**src/include/ilpe_cfg.svh**
```systemverilog
`ifndef ILPE_CFG_SVH
`define ILPE_CFG_SVH

// =====================================================
// port addresses
`define ILPE_ADDR_IGC       6'h38
`define ILPE_ADDR_CSC       6'h3D
// =====================================================
// field positions and masks
`define ILPE_CSC_MODE_LO    8
`define ILPE_CSC_MODE_HI    10
`define ILPE_IGC_ARM_MASK   16'h4000
`define ILPE_IGC_ARM_BIT    14
// =====================================================
// reset values
`define ILPE_IGC_RESET      16'h0000
`define ILPE_CSC_RESET      16'h0000
// =====================================================
// opcodes, timing and the deep mode encoding
`define ILPE_OP_HALT        17'h1FE20
`define ILPE_HALT_CYCLES    1
`define ILPE_MODE_DEEP      3'h4

`endif

```
**src/include/ilpe_pkg.sv**
```systemverilog
package ilpe_pkg;

    // =====================================================
    // run mode, or the low power mode chosen at halt
    typedef enum logic [1:0] {
        ILPE_RUN_MODE,
        ILPE_LIGHT_IDLE,
        ILPE_MID_IDLE,
        ILPE_DEEP_SLEEP
    } ilpe_pwr_e;

    typedef enum logic {
        ILPE_ST_RUN,
        ILPE_ST_HALT
    } ilpe_state_e;

    // =====================================================
    // i/o port access from the core
    typedef struct packed {
        logic        wr;
        logic        rd;
        logic [5:0]  addr;
        logic [15:0] wdata;
    } ilpe_io_s;

    // =====================================================
    // decoded instruction slot from the core
    typedef struct packed {
        logic        valid;
        logic        in_repeat;
        logic [16:0] opcode;
    } ilpe_instr_s;

endpackage

```
**src/design/ilpe_idle_ctrl.sv**
```systemverilog
`timescale 1ns/1ps
`include "ilpe_cfg.svh"
module ilpe_idle_ctrl #(
    parameter int DATA_W      = 16,
    parameter int ADDR_W      = 6,
    parameter int SYNC_STAGES = 2
) (
    input  wire logic                  clk,
    input  wire logic                  nrst,
    input  wire ilpe_pkg::ilpe_io_s    io,
    output logic [DATA_W-1:0]          io_rdata,
    input  wire ilpe_pkg::ilpe_instr_s instr,
    input  wire logic                  ext_irq,
    output logic                       core_clk_en,
    output logic                       pc_inc,
    output logic                       flags_hold,
    output logic                       repeat_reject,
    output ilpe_pkg::ilpe_pwr_e        pwr_mode,
    output logic [DATA_W-1:0]          igc_value,
    output logic [DATA_W-1:0]          csc_value
);
    import ilpe_pkg::*;

    // =====================================================
    // parameter limits
    // the carrier structs fix the bus at 16 data and 6 address bits
    if (DATA_W != 16 || ADDR_W != 6) begin : g_bad_width
        $error("ilpe_idle_ctrl: bus widths must match the carrier structs");
    end

    // a single flop would let a metastable level reach the state machine
    if (SYNC_STAGES < 2) begin : g_bad_sync
        $error("ilpe_idle_ctrl: at least two synchroniser stages are needed");
    end

    // the halt is built as a one-cycle instruction only
    if (`ILPE_HALT_CYCLES != 1) begin : g_bad_cycles
        $error("ilpe_idle_ctrl: halt must complete in one cycle");
    end

    // =====================================================
    // registers and decode wires
    logic [DATA_W-1:0]      igc_q;
    logic [DATA_W-1:0]      csc_q;
    ilpe_state_e            state_q;
    ilpe_pwr_e              mode_q;
    logic                   pc_inc_q;
    logic                   rej_q;
    logic [DATA_W-1:0]      rdata_q;
    logic [SYNC_STAGES-1:0] irq_sync_q;
    logic                   irq_seen;
    logic                   is_halt;
    logic                   is_rpt_halt;
    logic                   igc_hit;
    logic                   csc_hit;
    logic                   run_now;

    // =====================================================
    // decoders
    // the opcode match is shared by halt entry and repeat refusal
    function automatic logic halt_op(input logic [16:0] op);
        halt_op = (op == `ILPE_OP_HALT);
    endfunction

    // shared by the write and the read decode
    function automatic logic port_hit(input logic [5:0] a, input logic [5:0] target);
        port_hit = (a == target);
    endfunction

    // only the deep encoding is fixed; other settings fall back to the two idles
    function automatic ilpe_pwr_e pick_mode(input logic [2:0] sel, input logic arm);
        if (sel == `ILPE_MODE_DEEP && arm) begin
            pick_mode = ILPE_DEEP_SLEEP;
        end else if (sel[2]) begin
            pick_mode = ILPE_MID_IDLE;
        end else begin
            pick_mode = ILPE_LIGHT_IDLE;
        end
    endfunction

    // =====================================================
    // instruction and port decode
    assign run_now     = (state_q == ILPE_ST_RUN);
    assign is_halt     = instr.valid && halt_op(instr.opcode) && !instr.in_repeat;
    assign is_rpt_halt = instr.valid && halt_op(instr.opcode) && instr.in_repeat;
    assign igc_hit     = port_hit(io.addr, `ILPE_ADDR_IGC);
    assign csc_hit     = port_hit(io.addr, `ILPE_ADDR_CSC);

    // =====================================================
    // interrupt pin synchroniser
    always_ff @(posedge clk) begin
        if (!nrst) begin
            irq_sync_q[0] <= 1'b0;
        end else begin
            irq_sync_q[0] <= ext_irq;
        end
    end

    for (genvar g = 1; g < SYNC_STAGES; g++) begin : g_sync
        always_ff @(posedge clk) begin
            if (!nrst) begin
                irq_sync_q[g] <= 1'b0;
            end else begin
                irq_sync_q[g] <= irq_sync_q[g-1];
            end
        end
    end

    // only the last stage feeds logic
    assign irq_seen = irq_sync_q[SYNC_STAGES-1];

    // =====================================================
    // port registers
    always_ff @(posedge clk) begin
        if (!nrst) begin
            igc_q <= `ILPE_IGC_RESET;
        end else if (io.wr && igc_hit) begin
            igc_q <= io.wdata;
        end
    end

    // all bits kept; the pll multiplier field is not interpreted here
    always_ff @(posedge clk) begin
        if (!nrst) begin
            csc_q <= `ILPE_CSC_RESET;
        end else if (io.wr && csc_hit) begin
            csc_q <= io.wdata;
        end
    end

    // write-only register reads as zero so stale settings never leak
    always_ff @(posedge clk) begin
        if (!nrst) begin
            rdata_q <= '0;
        end else if (io.rd && igc_hit) begin
            rdata_q <= igc_q;
        end else if (io.rd && csc_hit) begin
            rdata_q <= '0;
        end else begin
            rdata_q <= '0;
        end
    end

    // =====================================================
    // halt state machine
    always_ff @(posedge clk) begin
        if (!nrst) begin
            state_q <= ILPE_ST_RUN;
        end else begin
            case (state_q)
                ILPE_ST_RUN: begin
                    if (is_halt) begin
                        state_q <= ILPE_ST_HALT;
                    end
                end
                ILPE_ST_HALT: begin
                    if (irq_seen) begin
                        state_q <= ILPE_ST_RUN;
                    end
                end
                default: begin
                    state_q <= ILPE_ST_RUN;
                end
            endcase
        end
    end

    // mode latched at entry so later port writes cannot alter a sleep in progress
    always_ff @(posedge clk) begin
        if (!nrst) begin
            mode_q <= ILPE_RUN_MODE;
        end else if (run_now && is_halt) begin
            mode_q <= pick_mode(csc_q[`ILPE_CSC_MODE_HI:`ILPE_CSC_MODE_LO],
                                igc_q[`ILPE_IGC_ARM_BIT]);
        end else if (!run_now && irq_seen) begin
            mode_q <= ILPE_RUN_MODE;
        end
    end

    // =====================================================
    // single-cycle pc step
    always_ff @(posedge clk) begin
        if (!nrst) begin
            pc_inc_q <= 1'b0;
        end else begin
            pc_inc_q <= run_now && is_halt;
        end
    end

    // a repeated halt is dropped, never stretched over the repeat count
    always_ff @(posedge clk) begin
        if (!nrst) begin
            rej_q <= 1'b0;
        end else begin
            rej_q <= is_rpt_halt;
        end
    end

    // =====================================================
    // outputs
    // clock enable is a state bit, so the gate sees no glitch
    assign core_clk_en   = run_now;
    assign flags_hold    = run_now && is_halt;
    assign pc_inc        = pc_inc_q;
    assign repeat_reject = rej_q;
    assign pwr_mode      = mode_q;
    assign io_rdata      = rdata_q;
    assign igc_value     = igc_q;
    assign csc_value     = csc_q;

endmodule

```
**config.mk**
```make
export PLATFORM = sky130hd
export DESIGN_NAME = ilpe_idle_ctrl
export DESIGN_NICKNAME = d
export VERILOG_FILES = /design/src/include/ilpe_pkg.sv /design/src/design/ilpe_idle_ctrl.sv
export VERILOG_INCLUDE_DIRS = /design/src /design/src/include
export SDC_FILE = /design/constraint.sdc
export NUM_CORES = 1
export LEC_CHECK = 0
export BUFFER_PORTS_ARGS = -buffer_cell sky130_fd_sc_hd__clkbuf_2
export CAP_MARGIN = 5
export CORE_ASPECT_RATIO = 1.25
export CORE_MARGIN = 2
export CORE_UTILIZATION = 50
export CTS_BUF_LIST = sky130_fd_sc_hd__clkbuf_8
export DETAILED_ROUTE_END_ITERATION = 10
export MAX_ROUTING_LAYER = met4
export PLACE_DENSITY = 0.85
export SYNTH_ARGS = -nofsm -noshare
export SYNTH_HDL_FRONTEND = slang
export SYNTH_SLANG_ARGS = --single-unit
```
**constraint.sdc**
```tcl
create_clock -name clk -period 3.24 [get_ports clk]
set_clock_uncertainty 0.1 [all_clocks]
set_input_delay 0.972 -clock clk [delete_from_list [all_inputs] [get_ports clk]]
set_output_delay 0.972 -clock clk [all_outputs]
set_load 0.02 [all_outputs]
```
==> flow_summary.json <==
{
  "start_util": 0.5239,
  "worst_slack_ns": 0.1005,
  "fp.dieW_um": 60.56,
  "dpl.hpwl_mm": 3.066,
  "fin_crit_ns": 3.140,
  "fmax_mhz": 318.5,
  "crit_chain": "clkbuf_2 > nor4b_1 > nand4_1 > nor4_4 > clkbuf_2",
  "grt_max_degree": 42,
  "routed_wl_mm": 3.969,
  "ctsHoldBuffers": 0,
  "p_int_mw": 1.017,
  "grt-ovfl-total": 0,
  "worstMarginPinSlew_ns": 0.3030,
  "final-setup-viol-count": 0,
  "grt_pass1_wl_mm": 6.251,
  "nFillCells": 332,
  "htree_levels": 2,
  "grt_pass1_vias": 1426,
  "rsz0062_at_grt": "false",
  "cts_buffers": 5,
  "final-hold-violation-count": 0,
  "power_density_nw_per_um2": 467.8,
  "rows": 25,
  "drive_gt1_frac": 0.4122,
  "clk_latency_ns": 0.30,
  "max-clock-path-buffers": 2,
  "antenna_left": 0,
  "gp_congestion": 0.7242,
  "p_seq_frac": 0.543,
  "syn-num-nets": 222,
  "core_area_sq_um": 3816,
  "synth_area_per_cell_sq_um": 11.36,
  "dp_cells": 325,
  "antenna_found_initial": 0,
  "synth.distinct_cells": 26,
  "required_ns": 2.17,
  "wl_per_cell_um": 11.92,
  "max_stage_delay_ns": 0.31,
  "io_pins": 100,
  "antenna_cells": 0,
  "finalCritPeriodShare": 0.9690,
  "synth_cells": 176,
  "power_leakage_nw": 1.296,
  "switchingPower_mw": 0.2354,
  "cts.sinks": 55,
  "drc": 0,
  "final_common_cell": "clkbuf_2",
  "synth_area_sq_um": 1999,
  "startpoint_type": "primary input",
  "portBuffers": 99,
  "status": "completed",
  "root_buffer": "clkbuf_8",
  "die-area_sq_um": 4524,
  "tritoncts": "done",
  "critical_path.most_common_cell": "clkbuf_2",
  "ctsResizeCount": 0,
  "post-cts-setup-buffers": 0,
  "dr.pass1.iters": 4,
  "ir_drop_mv": 0.3087,
  "cpMaxStageDelayCell": "nor4b_1",
  "die_h_um": 74.70,
  "arrival_ns": 2.07,
  "avgViaCountPerCell": 4.565,
  "min_path_type": "reg2reg",
  "drv_cap": 0,
  "via_count": 1520,
  "yosysSeqAreaShare": 0.5507,
  "clk_pin_slew_ns": 0.09,
  "maxSlewHeadroom": 0.7980,
  "final_cell_mix": "clkbuf_2, dfxtp_1, mux2i_1, nor2b_1, and2_1",
  "worstSetupPathType": "in2out",
  "switching_share": 0.1880,
  "cp_max_fo": 2,
  "layout.cells.non_filler": 333,
  "synth.ff_latch_count": 55,
  "fin_nets": 324,
  "synthToLayoutAreaGrowth_pct": 33.85,
  "crit_path_end_kind": "primary output",
  "drt_iter0_drc": 38,
  "comb_power_share": 0.047,
  "p_clk_frac": 0.410,
  "yosys_warnings": 0,
  "slew_violations": 0,
  "grt_use_total": 0.1904,
  "detailedPlace.worstSlack_ns": 0.08737,
  "tns_ns": 0
}
## synth_stat cells
| master | count | area, sq um |
|---|---|---|
| dfxtp_1 | 55 | 1101 |
| o31ai_1 | 1 | 7.510 |
| nand4_1 | 1 | 6.260 |
| or4b_4 | 1 | 13.76 |
| o21a_1 | 1 | 7.510 |
| nand2_1 | 8 | 30.03 |
| nand4b_1 | 1 | 8.760 |
| buf_6 | 1 | 11.26 |
| inv_1 | 2 | 7.510 |
| buf_12 | 1 | 20.02 |
| nor4_4 | 1 | 21.27 |
| clkbuf_1 | 5 | 18.77 |
| nor4b_1 | 1 | 8.760 |
| nor3_1 | 1 | 5.000 |
| nor2_2 | 1 | 6.260 |
| nand3_1 | 3 | 15.01 |
| a21boi_0 | 3 | 22.52 |
| nor2b_1 | 29 | 181.4 |
| nand4b_4 | 1 | 23.77 |
| and4b_1 | 2 | 20.02 |
| nor2_1 | 2 | 7.510 |
| buf_2 | 1 | 5.000 |
| and2_1 | 19 | 118.9 |
| mux2i_1 | 31 | 310.3 |
| nor4_1 | 1 | 6.260 |
| o21ai_0 | 3 | 15.01 |
## kinds of logic after synthesis
logic type,synth area share
compound gates,0.02628
buf+inv,0.03129
flops,0.5507
mux,0.1552
simple gates,0.2365
## routing by layer
metal  track usage  vias up  part of all wire
met1        0.2054      678              0.40
met5             -        -                 0
met3       0.02921        6             0.051
met4       0.08696        0             0.017
met2        0.3369       46              0.54
li1              -      790                 -
## path summary, 6_finish.rpt
| check | to | cells after the start | slack, ns | from |
|---|---|---|---|---|
| worst max-delay path | flags_hold | 5 | 0.10 | instr[1] |
| worst min-delay path | irq_seen | 1 | 0.34 | irq_sync_q[0] |
| worst max register to register | pwr_mode[1] | 3 | 2.08 | state_q |
| worst min register to register | irq_seen | 1 | 0.34 | irq_sync_q[0] |
## state kept, by name, indices dropped and copies added (netlist names)
name,cells
repeat_reject,1
irq_seen,1
io_rdata,16
csc_value,16
state_q,1
irq_sync_q,1
pc_inc,1
pwr_mode,2
igc_value,16
## worst max-delay path, delay by kind of cell
family / cells / cell delay, ns
AND/OR/NAND/NOR: 3 / 0.80
buffers and inverters: 2 / 0.29
## power by group through the flow
stage	Clock (mW)	Sequential (mW)	Combinational, mW
finish	0.514	0.679	0.0586
global route	0.549	0.680	0.0648
CTS	0.524	0.680	0.0594
detailed placement	0	0.695	0.0592
global placement	0	0.695	0.0583
floorplan	0	0.697	0.0205
## cell type report
| cell class | count | area, sq um | share of cell area |
|---|---|---|---|
| clock inverter | 3 | 63.81 | 0.02384 |
| timing repair buffer | 103 | 525.5 | 0.1964 |
| sequential | 55 | 1101 | 0.4114 |
| clock buffer | 5 | 68.82 | 0.02571 |
| inverter | 2 | 7.507 | 0.002805 |
| multi-input combinational | 111 | 842.1 | 0.3146 |
| tap | 54 | 67.56 | 0.02525 |
## metrics by stage
stage | hold slack (ns) | instance area, sq um | util | total power, mW
3_5_place_dp | 0.3241 | 2544 | 0.6666 | 0.7546
5_1_grt | 0.3635 | 2676 | 0.7013 | 1.294
3_3_place_gp | 0.3151 | 2544 | 0.6666 | 0.7536
6_report | 0.3403 | 2676 | 0.7013 | 1.252
4_1_cts | 0.3456 | 2676 | 0.7013 | 1.263
2_1_floorplan | 0.3119 | 1999 | - | 0.7176
Note: power is estimated with default switching activity, not from simulation.
